<file path="config.mk">
export PLATFORM = sky130hd
export DESIGN_NAME = uart_irq_ctrl
export DESIGN_NICKNAME = d
export VERILOG_FILES = /design/src/shared/irq_ctrl_pkg.sv /design/src/verilog/uart_irq_ctrl.sv /design/src/verilog/strobe_frame.sv /design/src/verilog/cond_latch.sv
export SDC_FILE = /design/constraint.sdc
export NUM_CORES = 1
export LEC_CHECK = 0
export CORE_MARGIN = 2
export CORE_UTILIZATION = 30
export DETAILED_ROUTE_END_ITERATION = 6
export DONT_BUFFER_PORTS = 1
export PLACE_DENSITY_LB_ADDON = 0.08
export SYNTH_ARGS = -nofsm -noshare
export SYNTH_HDL_FRONTEND = slang
export SYNTH_SLANG_ARGS = --single-unit
</file>
<file path="constraint.sdc">
create_clock -name aclk -period 1.8 [get_ports aclk]
set_input_delay 0.09 -clock aclk [delete_from_list [all_inputs] [get_ports aclk]]
set_output_delay 0.09 -clock aclk [all_outputs]
set_load 0.05 [all_outputs]
</file>
<file path="src/shared/irq_ctrl_pkg.sv">
// Purpose: Constants shared by the interrupt control block and its helpers
// Assumes: 32-bit AXI4-Lite register bus, 40 MHz aclk
// Notes: Register offsets are byte addresses of aligned words
package irq_ctrl_pkg;
   // Register byte offsets
   localparam logic [3:0] OFF_STATUS = 4'h0;
   localparam logic [3:0] OFF_MASK = 4'h4;
   localparam logic [3:0] OFF_CMD = 4'h8;
   localparam logic [3:0] OFF_EVENT = 4'hC;
   // Status bit positions
   localparam int BIT_TX_READY = 0;
   localparam int BIT_TX_EMPTY = 1;
   localparam int BIT_RX_READY = 2;
   localparam int BIT_BREAK_CHG = 3;
   localparam int BIT_CNT_READY = 4;
   localparam int BIT_MPI_CHG = 5;
   localparam int BIT_MPI_ASSERT = 6;
   localparam int NUM_COND = 7;
   // Reset values
   localparam logic [6:0] MASK_RESET = 7'h00;
   localparam logic [6:0] EVENT_RESET = 7'h00;
   // Command codes written to the command register, bits 7:4
   localparam logic [3:0] CMD_NOP = 4'h0;
   localparam logic [3:0] CMD_RESET_BREAK_CHG = 4'h5;
   localparam logic [3:0] CMD_RESET_MPI_CHG = 4'h4;
   localparam logic [3:0] CMD_STOP_COUNTER = 4'h9;
   localparam logic [3:0] CMD_TX_WRITE = 4'hA;
   localparam logic [3:0] CMD_RX_READ = 4'hB;
   // Host strobe timing
   localparam int CLK_HZ = 40000000;
   localparam int CMD_GAP_EDGES = 3;
   localparam int STROBE_MIN_NS = 150;
   localparam int STROBE_MIN_CYC =
      (STROBE_MIN_NS * (CLK_HZ / 1000000) + 999) / 1000;
endpackage

</file>
<file path="src/verilog/uart_irq_ctrl.sv">
// Purpose: Interrupt control of a serial controller with host strobe framing
// Assumes: Condition inputs are aclk-synchronous; pins are not
// Notes: AXI4-Lite gives software a status, mask, command and event view
`timescale 1ns/1ps

// Function
// - Active-low interrupt output when enabled condition active
// - Seven recognised interrupting conditions
// - Writable mask, one enable per condition
// - Status view shows raw unmasked conditions
// - Tx write and Rx read clear their interrupts
// - Reset command clears break-change condition
// - Reset command clears multipurpose change condition
// - Stop counter command clears counter condition
// - Clearing the only asserting mask bit negates interrupt output
// - Chip select ORed with strobes frames cycles
// - Timer mode stop only clears counter status
module uart_irq_ctrl (
   // Clock and reset
   input wire logic aclk,
   input wire logic aresetn,
   // AXI4-Lite write address
   input wire logic [31:0] s_axi_awaddr,
   input wire logic s_axi_awvalid,
   output logic s_axi_awready,
   // AXI4-Lite write data
   input wire logic [31:0] s_axi_wdata,
   input wire logic [3:0] s_axi_wstrb,
   input wire logic s_axi_wvalid,
   output logic s_axi_wready,
   // AXI4-Lite write response
   output logic [1:0] s_axi_bresp,
   output logic s_axi_bvalid,
   input wire logic s_axi_bready,
   // AXI4-Lite read address
   input wire logic [31:0] s_axi_araddr,
   input wire logic s_axi_arvalid,
   output logic s_axi_arready,
   // AXI4-Lite read data
   output logic [31:0] s_axi_rdata,
   output logic [1:0] s_axi_rresp,
   output logic s_axi_rvalid,
   input wire logic s_axi_rready,
   // Host parallel bus strobes
   input wire logic chip_select_n,
   input wire logic read_strobe_n,
   input wire logic write_strobe_n,
   // Internal conditions from the serial datapath and counter
   input wire logic tx_holding_ready,
   input wire logic tx_shifter_empty,
   input wire logic rx_char_ready,
   input wire logic rx_queue_full,
   input wire logic break_change,
   input wire logic counter_terminal,
   input wire logic timer_mode,
   // Multipurpose input pin
   input wire logic multipurpose_input,
   // Interrupt outputs
   output logic irq_out_n,
   output logic irq,
   // Host bus cycle view
   output logic host_read_cycle,
   output logic host_write_cycle
);
   logic [6:0] irq_enable_mask_r;
   logic [6:0] irq_status_view;
   logic [6:0] event_r;
   logic [6:0] event_mask_r;
   logic [6:0] event_set;
   logic irq_out_n_r;
   logic irq_r;
   logic [1:0] mpi_sync_r;
   logic mpi_prev_r;
   logic mpi_change_set;
   logic mpi_change;
   logic break_chg;
   logic cnt_ready;
   logic counter_prev_r;
   logic stop_cmd;
   logic brk_clr;
   logic mpi_clr;
   logic tx_written_r;
   logic rx_taken_r;
   logic [1:0] cmd_gap_r;
   logic cmd_ok;
   // Write channel state
   logic aw_held_r;
   logic w_held_r;
   logic [3:0] aw_addr_r;
   logic [31:0] w_data_r;
   logic [3:0] w_strb_r;
   logic bvalid_r;
   logic [1:0] bresp_r;
   logic wr_fire;
   logic [3:0] wr_addr;
   logic [31:0] wr_data;
   logic [3:0] wr_strb;
   // Read channel state
   logic rvalid_r;
   logic [31:0] rdata_r;
   logic [1:0] rresp_r;
   logic rd_fire;
   logic [6:0] rd_status_clr;
   // Host strobe framing
   logic rd_active;
   logic wr_active;
   logic host_rd_r;
   logic host_wr_r;

   function automatic logic reg_hit(input logic [3:0] addr, input logic [3:0] off);
      reg_hit = (addr[3:2] == off[3:2]);
   endfunction

   // Write address and data may arrive in either order; each is held once taken
   assign wr_fire = (aw_held_r | s_axi_awvalid) & (w_held_r | s_axi_wvalid) & !bvalid_r;
   assign wr_addr = aw_held_r ? aw_addr_r : s_axi_awaddr[3:0];
   assign wr_data = w_held_r ? w_data_r : s_axi_wdata;
   assign wr_strb = w_held_r ? w_strb_r : s_axi_wstrb;

   always_ff @(posedge aclk) begin
      if (!aresetn) begin
         aw_held_r <= 1'b0;
         w_held_r <= 1'b0;
         aw_addr_r <= 4'h0;
         w_data_r <= 32'h0000_0000;
         w_strb_r <= 4'h0;
      end else if (wr_fire) begin
         aw_held_r <= 1'b0;
         w_held_r <= 1'b0;
      end else begin
         if (s_axi_awvalid & s_axi_awready) begin
            aw_held_r <= 1'b1;
            aw_addr_r <= s_axi_awaddr[3:0];
         end
         if (s_axi_wvalid & s_axi_wready) begin
            w_held_r <= 1'b1;
            w_data_r <= s_axi_wdata;
            w_strb_r <= s_axi_wstrb;
         end
      end
   end

   assign s_axi_awready = !aw_held_r & !bvalid_r;
   assign s_axi_wready = !w_held_r & !bvalid_r;

   always_ff @(posedge aclk) begin
      if (!aresetn) begin
         bvalid_r <= 1'b0;
         bresp_r <= 2'h0;
      end else if (wr_fire) begin
         bvalid_r <= 1'b1;
         bresp_r <= (wr_addr[3:2] <= 2'h3) ? 2'h0 : 2'h2;
      end else if (s_axi_bready) begin
         bvalid_r <= 1'b0;
      end
   end

   assign s_axi_bvalid = bvalid_r;
   assign s_axi_bresp = bresp_r;

   // Mask register; clearing the only asserting enable drops the output
   always_ff @(posedge aclk) begin
      if (!aresetn) begin
         irq_enable_mask_r <= irq_ctrl_pkg::MASK_RESET;
         event_mask_r <= irq_ctrl_pkg::EVENT_RESET;
      end else if (wr_fire & wr_strb[0]) begin
         if (reg_hit(wr_addr, irq_ctrl_pkg::OFF_MASK)) begin
            irq_enable_mask_r <= wr_data[6:0];
         end
         if (reg_hit(wr_addr, irq_ctrl_pkg::OFF_EVENT)) begin
            event_mask_r <= wr_data[6:0];
         end
      end
   end

   // Commands closer than three edges apart are the host's fault; ignore them
   assign cmd_ok = (cmd_gap_r == 2'h0);

   always_ff @(posedge aclk) begin
      if (!aresetn) begin
         cmd_gap_r <= 2'h0;
      end else if (wr_fire & reg_hit(wr_addr, irq_ctrl_pkg::OFF_CMD) & cmd_ok) begin
         cmd_gap_r <= 2'(irq_ctrl_pkg::CMD_GAP_EDGES - 1);
      end else if (cmd_gap_r != 2'h0) begin
         cmd_gap_r <= cmd_gap_r - 2'h1;
      end
   end

   logic cmd_fire;
   logic [3:0] cmd_code;
   assign cmd_fire = wr_fire & wr_strb[0] & reg_hit(wr_addr, irq_ctrl_pkg::OFF_CMD) & cmd_ok;
   assign cmd_code = wr_data[7:4];
   assign brk_clr = cmd_fire & (cmd_code == irq_ctrl_pkg::CMD_RESET_BREAK_CHG);
   assign mpi_clr = cmd_fire & (cmd_code == irq_ctrl_pkg::CMD_RESET_MPI_CHG);
   assign stop_cmd = cmd_fire & (cmd_code == irq_ctrl_pkg::CMD_STOP_COUNTER);

   // Holding-register accesses silence their conditions until the datapath re-raises
   always_ff @(posedge aclk) begin
      if (!aresetn) begin
         tx_written_r <= 1'b0;
         rx_taken_r <= 1'b0;
      end else begin
         if (cmd_fire & (cmd_code == irq_ctrl_pkg::CMD_TX_WRITE)) begin
            tx_written_r <= 1'b1;
         end else if (!tx_holding_ready & !tx_shifter_empty) begin
            tx_written_r <= 1'b0;
         end
         if (cmd_fire & (cmd_code == irq_ctrl_pkg::CMD_RX_READ)) begin
            rx_taken_r <= 1'b1;
         end else if (!rx_char_ready & !rx_queue_full) begin
            rx_taken_r <= 1'b0;
         end
      end
   end

   // Multipurpose input passes two flops before any edge detection
   always_ff @(posedge aclk) begin
      if (!aresetn) begin
         mpi_sync_r <= 2'h0;
         mpi_prev_r <= 1'b0;
         counter_prev_r <= 1'b0;
      end else begin
         mpi_sync_r <= {mpi_sync_r[0], multipurpose_input};
         mpi_prev_r <= mpi_sync_r[1];
         counter_prev_r <= counter_terminal;
      end
   end

   assign mpi_change_set = mpi_sync_r[1] ^ mpi_prev_r;

   cond_latch u_mpi_chg (
      .aclk(aclk),
      .aresetn(aresetn),
      .set_in(mpi_change_set),
      .clr_in(mpi_clr),
      .flag(mpi_change)
   );

   cond_latch u_brk_chg (
      .aclk(aclk),
      .aresetn(aresetn),
      .set_in(break_change),
      .clr_in(brk_clr),
      .flag(break_chg)
   );

   // Stop only clears the ready bit; in timer mode counting is untouched
   cond_latch u_cnt_rdy (
      .aclk(aclk),
      .aresetn(aresetn),
      .set_in(counter_terminal & !counter_prev_r),
      .clr_in(stop_cmd),
      .flag(cnt_ready)
   );

   // Raw condition view, never gated by the mask
   always_comb begin
      irq_status_view = 7'h00;
      irq_status_view[irq_ctrl_pkg::BIT_TX_READY] = tx_holding_ready & !tx_written_r;
      irq_status_view[irq_ctrl_pkg::BIT_TX_EMPTY] = tx_shifter_empty & !tx_written_r;
      irq_status_view[irq_ctrl_pkg::BIT_RX_READY] = (rx_char_ready | rx_queue_full) & !rx_taken_r;
      irq_status_view[irq_ctrl_pkg::BIT_BREAK_CHG] = break_chg;
      irq_status_view[irq_ctrl_pkg::BIT_CNT_READY] = cnt_ready;
      irq_status_view[irq_ctrl_pkg::BIT_MPI_CHG] = mpi_change;
      irq_status_view[irq_ctrl_pkg::BIT_MPI_ASSERT] = mpi_sync_r[1] & mpi_prev_r;
   end

   // Sticky event log of condition rises, the MPI change rise only while mpi_prev_r is low; a read clears it, a new rise wins
   assign event_set = irq_status_view & ~{1'b0, mpi_prev_r, 5'h00};

   logic [6:0] status_prev_r;
   always_ff @(posedge aclk) begin
      if (!aresetn) begin
         status_prev_r <= 7'h00;
         event_r <= irq_ctrl_pkg::EVENT_RESET;
      end else begin
         status_prev_r <= irq_status_view;
         event_r <= (event_r & ~rd_status_clr) | (event_set & ~status_prev_r);
      end
   end

   // irq_out_n from the AND of status and mask, irq from the AND of events and event mask; flopped so both leave a register
   always_ff @(posedge aclk) begin
      if (!aresetn) begin
         irq_out_n_r <= 1'b1;
         irq_r <= 1'b0;
      end else begin
         irq_out_n_r <= !(|(irq_status_view & irq_enable_mask_r));
         irq_r <= |(event_r & event_mask_r);
      end
   end

   assign irq_out_n = irq_out_n_r;
   assign irq = irq_r;

   // Read channel
   assign rd_fire = s_axi_arvalid & s_axi_arready;
   assign s_axi_arready = !rvalid_r;
   assign rd_status_clr = (rd_fire & reg_hit(s_axi_araddr[3:0], irq_ctrl_pkg::OFF_EVENT) &
                           (s_axi_araddr[31:4] == 28'h0000000)) ? 7'h7F : 7'h00;

   always_ff @(posedge aclk) begin
      if (!aresetn) begin
         rvalid_r <= 1'b0;
         rdata_r <= 32'h0000_0000;
         rresp_r <= 2'h0;
      end else if (rd_fire) begin
         rvalid_r <= 1'b1;
         rresp_r <= 2'h0;
         case (s_axi_araddr[3:2])
            2'h0: rdata_r <= {25'h0000000, irq_status_view};
            2'h1: rdata_r <= {25'h0000000, irq_enable_mask_r};
            2'h2: rdata_r <= {30'h00000000, cmd_gap_r};
            2'h3: rdata_r <= {16'h0000, 1'b0, event_mask_r, 1'b0, event_r};
            default: rdata_r <= 32'h0000_0000;
         endcase
         if (s_axi_araddr[31:4] != 28'h0000000) begin
            rresp_r <= 2'h2;
            rdata_r <= 32'h0000_0000;
         end
      end else if (s_axi_rready) begin
         rvalid_r <= 1'b0;
      end
   end

   assign s_axi_rvalid = rvalid_r;
   assign s_axi_rdata = rdata_r;
   assign s_axi_rresp = rresp_r;

   // Host parallel bus framing
   strobe_frame u_rd_frame (
      .aclk(aclk),
      .aresetn(aresetn),
      .chip_select_n(chip_select_n),
      .strobe_n(read_strobe_n),
      .active(rd_active),
      .start_pulse(),
      .end_pulse()
   );

   strobe_frame u_wr_frame (
      .aclk(aclk),
      .aresetn(aresetn),
      .chip_select_n(chip_select_n),
      .strobe_n(write_strobe_n),
      .active(wr_active),
      .start_pulse(),
      .end_pulse()
   );

   always_ff @(posedge aclk) begin
      if (!aresetn) begin
         host_rd_r <= 1'b0;
         host_wr_r <= 1'b0;
      end else begin
         host_rd_r <= rd_active;
         host_wr_r <= wr_active;
      end
   end

   assign host_read_cycle = host_rd_r;
   assign host_write_cycle = host_wr_r;
endmodule

</file>
<file path="src/verilog/strobe_frame.sv">
// Purpose: Frame host bus cycles from chip select and read/write strobes
// Assumes: Strobes arrive asynchronously and are active low
// Notes: Emits one-cycle start and end pulses per framed cycle
`timescale 1ns/1ps
module strobe_frame (
   // Clock and reset
   input wire logic aclk,
   input wire logic aresetn,
   // Host pins
   input wire logic chip_select_n,
   input wire logic strobe_n,
   // Framed cycle
   output logic active,
   output logic start_pulse,
   output logic end_pulse
);
   logic [1:0] cs_sync_r;
   logic [1:0] st_sync_r;
   logic active_r;
   logic cyc_nxt;

   always_ff @(posedge aclk) begin
      if (!aresetn) begin
         cs_sync_r <= 2'h3;
         st_sync_r <= 2'h3;
      end else begin
         cs_sync_r <= {cs_sync_r[0], chip_select_n};
         st_sync_r <= {st_sync_r[0], strobe_n};
      end
   end

   // Later assertion starts, earlier negation ends: an OR of active lows
   assign cyc_nxt = !(cs_sync_r[1] | st_sync_r[1]);

   always_ff @(posedge aclk) begin
      if (!aresetn) begin
         active_r <= 1'b0;
      end else begin
         active_r <= cyc_nxt;
      end
   end

   assign active = active_r;
   assign start_pulse = cyc_nxt & !active_r;
   assign end_pulse = !cyc_nxt & active_r;
endmodule

</file>
<file path="src/verilog/cond_latch.sv">
// Purpose: One sticky interrupting condition with a set and a clear
// Assumes: Set and clear are single-cycle pulses on aclk
// Notes: Set wins over a clear in the same cycle so no event is lost
`timescale 1ns/1ps
module cond_latch (
   // Clock and reset
   input wire logic aclk,
   input wire logic aresetn,
   // Control
   input wire logic set_in,
   input wire logic clr_in,
   // State
   output logic flag
);
   logic flag_r;

   always_ff @(posedge aclk) begin
      if (!aresetn) begin
         flag_r <= 1'b0;
      end else if (set_in) begin
         flag_r <= 1'b1;
      end else if (clr_in) begin
         flag_r <= 1'b0;
      end
   end

   assign flag = flag_r;
endmodule

</file>
==> summary.md, run 1 <==
| Metric | Value |
|---|---|
| Final hold viol count | 0 |
| Crit share post-route | 0.904 |
| Htree depth | 3 |
| Outcome | finished clean |
| Max Cap Violations | 0 |
| Clock slew at reported path FFs | approximately 0.060 ns |
| CTS Root Cell | clkbuf_16 |
| Post-synthesis register bit count | just over 80 |
| Ys async rst share | 0 |
| Static Leak | 1.84 nW |
| # fillers | about 1100 |
| Cts bufs inserted | 9 |
| Remaining global-route overflow | 0 |
| Setup TNS | 0 ns |
| Fmax | 0.614 GHz |
| Hold Crit Class | primary input to flip-flop |
| PortBufs | 0 |
| Final min period | 1.63 ns |
| Crit. End Element | flip-flop |
| Most frequent cell after synthesis | dfxtp_1 |
| Cell Area, Synth | roughly 3400 µm² |
| Worst Tran Pin Value | around 1 ns |
| Antenna diodes | 0 |
| Layout cells sized above 1 | 0.162 |
| Area Overhead vs Synth | 23.5% |
| Worst R2R Setup Slack | ~0.17 ns |
| Die ar. | 12200 µm² |
| Critical path class | flip-flop to flip-flop |
| Die Y | ~110 µm |
| Critical path arrival | roughly 1.9 ns |
| Die width | 110 µm |
| Clk sink count | between 80 and 90 |
| Synth warnings | 0 |
| Wire per inst | 15.6 µm |
| Ports | between 150 and 200 |
| CTS tree | built |
| DRC errors left | 0 |
| Top cells by area, synth | dfxtp_1 48%, mux2i_1 8.3%, buf_4 4.6%, nand2_1 4.4%, mux2_2 4.3% |
| DRT Pass-1 Iters | 4 |
| GP Congestion | roughly 0.73 |
| Register area | ~1600 µm² |
| Final wirelength | about 8200 µm |
| Peak VDD IR | between 0.4 and 0.5 mV |
| Largest net degree at the start of global routing | 62 |
| Clock Skews | ~0.0075 ns |
| Final ANT Viol Nets | 0 |
| Synth cell types | 46 |
| Multi-input gate area | 1590 µm² |
| EDFF count, synth | 0 |
| First-pass GRT wire length | 13000 µm |
| Initial core utilization | 0.310 |
| Via density | 4.68 |
| Max_slew headroom | 0.340 |
| Mapped Cells | around 340 |
| Mapped Avg Cell Area | ~10 µm² |
| Row count | 38 |
| Vias in the first global route | 2352 |
| CP Launch Type | flip-flop |
| Core area | 10900 µm² |
| Most used DFF post-synth | dfxtp_1 |
| RSZ-0062 raised after global routing | false |
| Cell Pwr Density | 1010 nW/µm² |
| Fin. max-slew vios | 0 |
| Worst skew pair latency | between 0.3 and 0.4 ns |
| Register area share after synthesis | 0.478 |
| Synth cell count leaders | 81 x dfxtp_1, 40 x nand2_1, 28 x mux2i_1, 28 x nor2_1, 21 x buf_4 |
| CP required | between 2 and 2.5 ns |
| Nets | 502 |
| HPWL after DPL | between 5000 and 6000 µm |
| Final core utilization | 0.383 |
| CP Max Fanout | 9 |
| Clock Tree Buf Depth | 2 |
| Iteration-0 DRC Markers | 99 |
| Antenna violations before repair | 0 |
| Total number of vias | ~2500 |
| Dominant cell type by area after synthesis | dfxtp_1 |
| GRT Util Overall | 0.145 |
| Share of the synthesized area in the top cell type | 0.478 |
| Final setup vio count | 0 |
-- final timing paths --
check                                     startpoint                      endpoint  cells after the start
hold reg to reg   u_rd_frame.st_sync_r[1]$_SDFF_PN1_  u_rd_frame.active$_SDFF_PN0_                      1
setup / recovery           s_axi_rvalid$_SDFFE_PN0P_  s_axi_rdata[12]$_SDFFE_PN0N_                      5
setup reg to reg           s_axi_rvalid$_SDFFE_PN0P_  s_axi_rdata[12]$_SDFFE_PN0N_                      5
hold / removal                       s_axi_araddr[2]   s_axi_rdata[3]$_SDFFE_PN0N_                      2
-- per-layer routing --
metal | vias up | GRT usage | wire (µm)
li1 | 1251 | - | -
met1 | 1138 | 0.201 | 4000
met2 | 79 | 0.214 | 3730
met3 | 5 | 0.0441 | 451
met4 | 0 | 0.0482 | 72
met5 | - | 0 | 0
-- registers in the layout, summed over array words and instances (netlist names), 2 cells and up --
signal / count
event_mask_r: 7
irq_enable_mask_r: 7
status_prev_r: 7
mpi_sync_r: 2
w_data_r: 8
s_axi_rdata: 14
u_rd_frame.cs_sync_r: 2
event_r: 7
aw_addr_r: 2
u_rd_frame.st_sync_r: 2
u_wr_frame.st_sync_r: 2
cmd_gap_r: 2
-- where the power goes --
group,switching [mW],total [mW],internal [mW]
sequential,0.0540,1.92,1.86
combinational,0.324,0.518,0.194
clock,0.700,1.81,1.11
-- cell families after synthesis --
family / count (synthesis) / share of synthesized area
adder cells (fa/ha/maj): 1 / 0.00369
flip-flops: 81 / 0.478
buffers and inverters: 47 / 0.0786
AND/OR/NAND/NOR: 113 / 0.181
other: 1 / 0.00111
AO/OA/AOI/OAI: 52 / 0.118
multiplexers: 43 / 0.139
-- area by class of cell --
| type | count | area share |
|---|---|---|
| clock buffer | 13 | 0.0597 |
| timing repair buffer | 50 | 0.114 |
| multi-input combinational | 230 | 0.378 |
| clock inverter | 3 | 0.00956 |
| sequential | 81 | 0.387 |
| tap | 140 | 0.0418 |
| inverter | 11 | 0.00986 |
-- stage by stage --
stage	cells	instance area [µm²]	hold slack, ns	worst slack, ns	total power, mW
2_1_floorplan	358	3470	0.189	0.208	2.35
6_report	528	4190	0.0150	0.172	4.24
5_1_grt	528	4190	0.00657	0.0546	4.42
3_3_place_gp	484	3590	0.181	0.165	2.39
3_5_place_dp	484	3590	0.185	0.128	2.40
4_1_cts	528	4180	0.000757	0.121	4.29
-- worst max-delay path, cell delays in order (launching register included) --
cell and delay (ns):
dfxtp_1 0.31, nor2b_1 0.44, nand3_1 0.22, nor4_4 0.19
buf_4 0.22, a32o_2 0.18
-- what timing repair did --
action                     in CTS  in global routing
setup endpoints to repair       0                  3
hold buffers                   28                  0
setup buffers                   0                  0
resized for setup               0                  1
hold endpoints to repair       71                  0
-- cell usage in the layout, fill, tap and decap left out, types with 2 or more instances in the layout --
master	n
nor4_1	4
a22oi_1	6
o21ai_0	6
nand3b_1	3
nand2_1	40
nor4_4	3
clkinv_2	2
nor3_1	5
inv_1	10
a32o_2	3
nor2b_1	3
nand2b_1	8
and2_1	6
a32o_1	4
conb_1	21
mux2i_1	28
a41o_1	2
nor4_2	4
o22ai_1	8
clkbuf_1	3
nor2_1	28
a21oi_1	4
dfxtp_1	81
clkbuf_16	9
buf_4	21
mux2_2	13
mux4_2	2
a22o_1	12
nand3_1	2
dlygate4sd3_1	27
(Power assumes the default switching activity.)
==> run 2, diff against run 1 <==
--- a/config.mk
+++ b/config.mk
@@ -5,6 +5,8 @@
 export SDC_FILE = /design/constraint.sdc
 export NUM_CORES = 1
 export LEC_CHECK = 0
+export CELL_PAD_IN_SITES_DETAIL_PLACEMENT = 2
+export CELL_PAD_IN_SITES_GLOBAL_PLACEMENT = 2
 export CORE_MARGIN = 2
 export CORE_UTILIZATION = 30
 export DETAILED_ROUTE_END_ITERATION = 6
==> summary.md, run 2 (synthesized netlist as in run 1, its figures left out) <==
| Metric | Value |
|---|---|
| Die Y | between 100 and 150 µm |
| Crit. End Element | flip-flop |
| GRT Util Overall | 0.166 |
| Hold Crit Class | primary input to flip-flop |
| CTS tree | built |
| Final setup vio count | 0 |
| Die width | ~110 µm |
| Post-Layout Inst Area | roughly 4200 µm² |
| PortBufs | 0 |
| CP Max Fanout | 6 |
| Gr busiest metal | met2 |
| Ports | 163 |
| Fin. max-slew vios | 0 |
| Non-filler cells, final | around 530 |
| Layout cells sized above 1 | 0.171 |
| DRC errors left | 0 |
| HPWL after DPL | between 6000 and 7000 µm |
| Total number of vias | 2626 |
| Clock slew at reported path FFs | approximately 0.06 ns |
| Final hold viol count | 0 |
| CP required | ~2.0 ns |
| Max_slew headroom | 0.342 |
| CP Launch Type | flip-flop |
| Critical path arrival | 1.86 ns |
| Final core utilization | 0.383 |
| Worst Tran Pin Value | roughly 1 ns |
| Commonest cells after routing, fill and taps aside | 81 x dfxtp_1, 40 x nand2_1, 28 x nor2_1, 28 x mux2i_1, 26 x dlygate4sd3_1 |
| RSZ-0062 raised after global routing | false |
| Remaining global-route overflow | 0 |
| Nets | around 500 |
| Cell Pwr Density | roughly 1000 nW/µm² |
| Vias in the first global route | approximately 2800 |
| Critical path class | flip-flop to flip-flop |
| Met2 GRT Util | 0.272 |
| Setup bufs post-CTS | 0 |
| Final wirelength | 9450 µm |
| Clk sink count | around 80 |
| Die ar. | ~12000 µm² |
| Cts bufs inserted | 9 |
| GP Congestion | between 0.7 and 0.8 |
| Final ANT Viol Nets | 0 |
| Clock Skews | just over 0.008 ns |
| Overall Power | approximately 4.3 mW |
| Row count | 38 |
| Core area | between 10000 and 15000 µm² |
| First-pass GRT wire length | between 10000 and 15000 µm |
| Iteration-0 DRC Markers | 100 |
| Static Leak | around 1.8 nW |
| # fillers | between 1000 and 1500 |
| Crit share post-route | 0.907 |
| Fmax | 0.612 GHz |
| Wire per inst | 17.9 µm |
| DRT Pass-1 Iters | 7 |
| Area Overhead vs Synth | 23.5% |
| Via density | about 5 |
| Post-place instance area | 3590 µm² |
| Max reg flops | 14 |
| Antenna diodes | 0 |
| CTS Root Cell | clkbuf_16 |
| Setup TNS | 0 ns |
| Worst skew pair latency | around 0.35 ns |
| Outcome | finished clean |
| M1 GR Usage | 0.211 |
| Register area | roughly 1600 µm² |
| Htree depth | 3 |
| Max Cap Violations | 0 |
| Most common cell after layout, fill and taps aside | dfxtp_1 |
| Multi-input gate area | 1590 µm² |
| Final min period | about 1.6 ns |
| Met3 Usage GRT | 0.0306 |
| Clock Tree Buf Depth | 2 |
| Cell Count Post-Placement | approximately 480 |
| Worst R2R Setup Slack | about 0.17 ns |
| Largest net degree at the start of global routing | 62 |
| Antenna violations before repair | 0 |
| Initial core utilization | 0.310 |
| Peak VDD IR | around 0.42 mV |
==> run 2: changes by cell type in the layout (fill, tap and decap cells not counted), sizes merged <==
| cell | before | now |
|---|---|---|
| inv | 10 | 13 |
| clkinv | 3 | 2 |
| dlygate4sd3 | 27 | 26 |
| clkbuf | 13 | 9 |
| clkinvlp | 0 | 2 |
==> run 2: what timing repair did <==
item,in CTS,in global routing
endpoints found under the hold margin,70,0
gates resized for setup,0,1
endpoints found under the setup margin,0,3
hold buffers,27,0
==> run 2: layout make-up <==
class,count,area share
sequential,81,0.387
inverter,11,0.00985
tap,140,0.0418
timing repair buffer,49,0.111
clock buffer,9,0.0537
clock inverter,7,0.0182
multi-input combinational,230,0.378
==> run 2: metal layers <==
layer	up-vias	wire length, µm	part of all wire
met5	-	0	0
met4	0	184	0.019
met3	13	418	0.044
met2	74	4580	0.48
met1	1294	4260	0.45
li1	1245	-	-
==> run 2: metrics by stage <==
step           setup WS (ns)  hold slack, ns
2_1_floorplan          0.208           0.189
3_3_place_gp          0.0940           0.181
3_5_place_dp          0.0663           0.181
4_1_cts               0.0380        0.000762
5_1_grt               0.0591          0.0296
6_report               0.167         0.00466
==> run 2: worst max-delay path, cell delays in order (launching register included) <==
cell and delay (ns):
dfxtp_1 0.45, mux2_2 0.42, nor4_2 0.27, a41o_1 0.28, o21ai_0 0.10
==> run 2: where the power goes <==
group	internal [mW]	switching, mW
Combinational	0.193	0.331
Sequential	1.86	0.0556
Clock	1.09	0.792
==> run 2: path summary, 6_finish.rpt <==
kind	cells past startpoint	from	endpoint
max	4	aw_held_r$_SDFFE_PP0P_	u_cnt_rdy.flag$_SDFFE_PN0P_
max reg2reg	4	aw_held_r$_SDFFE_PP0P_	u_cnt_rdy.flag$_SDFFE_PN0P_
min	2	s_axi_araddr[2]	s_axi_rdata[5]$_SDFFE_PN0N_
min reg2reg	1	u_wr_frame.st_sync_r[1]$_SDFF_PN1_	u_wr_frame.active$_SDFF_PN0_
==> run 3, diff against run 2 <==
--- a/config.mk
+++ b/config.mk
@@ -9,6 +9,7 @@
 export CELL_PAD_IN_SITES_GLOBAL_PLACEMENT = 2
 export CORE_MARGIN = 2
 export CORE_UTILIZATION = 30
+export CTS_BUF_LIST = sky130_fd_sc_hd__clkbuf_8
 export DETAILED_ROUTE_END_ITERATION = 6
 export DONT_BUFFER_PORTS = 1
 export PLACE_DENSITY_LB_ADDON = 0.08
==> summary.md, run 3 (synthesized netlist as in run 1, its figures left out) <==
| Metric | Value |
|---|---|
| Row count | 38 |
| Crit-path cells | mux2_2 > nor4_2 > a41o_1 > o21ai_0 |
| Cell Pwr Density | 935 nW/µm² |
| Setup WS post-layout | 0.173 ns |
| PortBufs | 0 |
| HPWL after DPL | around 6600 µm |
| Critical path arrival | about 1.9 ns |
| Fmax | 0.615 GHz |
| Pre-CTS setup slack | 0.0663 ns |
| Clock Skews | between 0.015 and 0.02 ns |
| Post-Layout Inst Area | 4100 µm² |
| Via density | just under 5 |
| Final ANT Viol Nets | 0 |
| Max_slew headroom | 0.343 |
| Cts bufs inserted | 9 |
| Fin. max-slew vios | 0 |
| RSZ-0062 raised after global routing | false |
| Wire per inst | 17.9 µm |
| CTS tree | built |
| M1 GR Usage | 0.211 |
| Final wirelength | ~9500 µm |
| Crit share post-route | 0.904 |
| Outcome | finished clean |
| CP Buf/Inv Count | 0 |
| Sw frac | 0.294 |
| Sequential power share | 0.499 |
| GP Congestion | between 0.7 and 0.8 |
| CP required | 2.05 ns |
| Sw Pwr | ~1.1 mW |
| Die width | ~110 µm |
| Final hold viol count | 0 |
| GRT Util Overall | 0.166 |
| CP Max Fanout | 6 |
| Vias in the first global route | approximately 2800 |
| R2R depth | 4 |
| Peak VDD IR | 0.312 mV |
| Gr busiest metal | met2 |
| Post-place instance area | approximately 3600 µm² |
| CP top delay family | flip-flops |
| Worst Tran Pin Value | between 0.9 and 1 ns |
| Hold Crit Class | primary input to flip-flop |
| Max reg flops | 14 |
| P_int | ~2.7 mW |
| Final setup vio count | 0 |
| Antenna violations before repair | 0 |
| Clk sink count | between 80 and 90 |
| Final min period | between 1.5 and 2 ns |
| Static Leak | ~1.8 nW |
| Combinational power share | 0.137 |
| Met2 GRT Util | 0.274 |
| # fillers | about 1200 |
| Ports | between 150 and 200 |
| Clk pwr share | 0.363 |
| CTS Root Cell | clkbuf_8 |
| Crit. End Element | flip-flop |
| Met3 Usage GRT | 0.0288 |
| Setup bufs post-CTS | 0 |
| Die Y | around 110 µm |
| WHS Path Cells | 2 |
| CP Launch Type | flip-flop |
| Stages on the worst setup path | 4 |
| CP max stage delay | around 0.46 ns |
| Antenna diodes | 0 |
| Commonest cells after routing, fill and taps aside | 81 x dfxtp_1, 40 x nand2_1, 28 x nor2_1, 28 x mux2i_1, 27 x dlygate4sd3_1 |
| Critical path class | flip-flop to flip-flop |
| DRC errors left | 0 |
| Htree depth | 3 |
| Worst skew pair latency | around 0.37 ns |
| Clock Tree Buf Depth | 2 |
| Setup TNS | 0 ns |
| Non-filler cells, final | between 500 and 600 |
| CP max stage cell | dfxtp_1 |
| First-pass GRT wire length | about 15000 µm |
| Max Cap Violations | 0 |
| Layout cells sized above 1 | 0.170 |
| Largest net degree at the start of global routing | 62 |
| Cell Count Post-Placement | 484 |
| Die ar. | roughly 12000 µm² |
| Iteration-0 DRC Markers | 94 |
| Initial core utilization | 0.310 |
| Core area | 10900 µm² |
| DRT Pass-1 Iters | 6 |
| Nets | roughly 500 |
| Area Overhead vs Synth | 20.8% |
| Remaining global-route overflow | 0 |
| Clock slew at reported path FFs | 0.09 ns |
| Total number of vias | around 2600 |
| Most common cell after layout, fill and taps aside | dfxtp_1 |
run 3: per-stage QoR:
step           total power, mW  utilization  hold slack, ns
5_1_grt                   4.03        0.375         0.00579
3_5_place_dp              2.41        0.329           0.181
3_3_place_gp              2.40        0.329           0.181
4_1_cts                   3.88        0.374        0.000326
2_1_floorplan             2.35            -           0.189
6_report                  3.83        0.375         0.00968
run 3: final timing paths:
check                                          start                           end  slack [ns]
setup / recovery              aw_held_r$_SDFFE_PP0P_   u_cnt_rdy.flag$_SDFFE_PN0P_        0.17
setup reg to reg              aw_held_r$_SDFFE_PP0P_   u_cnt_rdy.flag$_SDFFE_PN0P_        0.17
hold reg to reg   u_wr_frame.st_sync_r[1]$_SDFF_PN1_  u_wr_frame.active$_SDFF_PN0_        0.39
hold / removal                       s_axi_araddr[2]   s_axi_rdata[4]$_SDFFE_PN0N_        0.01
run 3: worst reg2reg max path, delay by kind of cell (launching register included):
family          cells  cell delay [ns]
flops               1             0.46
simple gates        1             0.24
compound gates      2             0.38
mux                 1             0.42
run 3: layout make-up:
class / count / area, µm² / area share
clock buffers: 9 / 124 / 0.0302
flip-flops and latches: 81 / 1620 / 0.396
clock inverters: 7 / 76.3 / 0.0186
inverters: 11 / 41.3 / 0.0101
repair buffers: 50 / 475 / 0.116
well taps: 140 / 175 / 0.0427
multi-input cells: 230 / 1590 / 0.387
run 3: layer usage:
| metal | wire, µm | vias to the layer above | part of all wire |
|---|---|---|---|
| met5 | 0 | - | 0 |
| met4 | 164 | 0 | 0.017 |
| met3 | 387 | 11 | 0.041 |
| met2 | 4580 | 74 | 0.48 |
| met1 | 4330 | 1284 | 0.46 |
| li1 | - | 1241 | - |
run 3: power groups by stage:
| stage | Clock, mW | Combinational [mW] | Sequential (mW) |
|---|---|---|---|
| 4_1_cts | 1.44 | 0.531 | 1.92 |
| 5_1_grt | 1.53 | 0.575 | 1.92 |
| 2_1_floorplan | 0 | 0.397 | 1.96 |
| 3_3_place_gp | 0 | 0.445 | 1.95 |
| 3_5_place_dp | 0 | 0.453 | 1.96 |
| 6_report | 1.39 | 0.527 | 1.91 |
run 3: timing repair:
action,CTS,global route
gates resized for setup,0,1
hold endpoints to repair,73,0
hold buffers,28,0
endpoints found under the setup margin,0,3
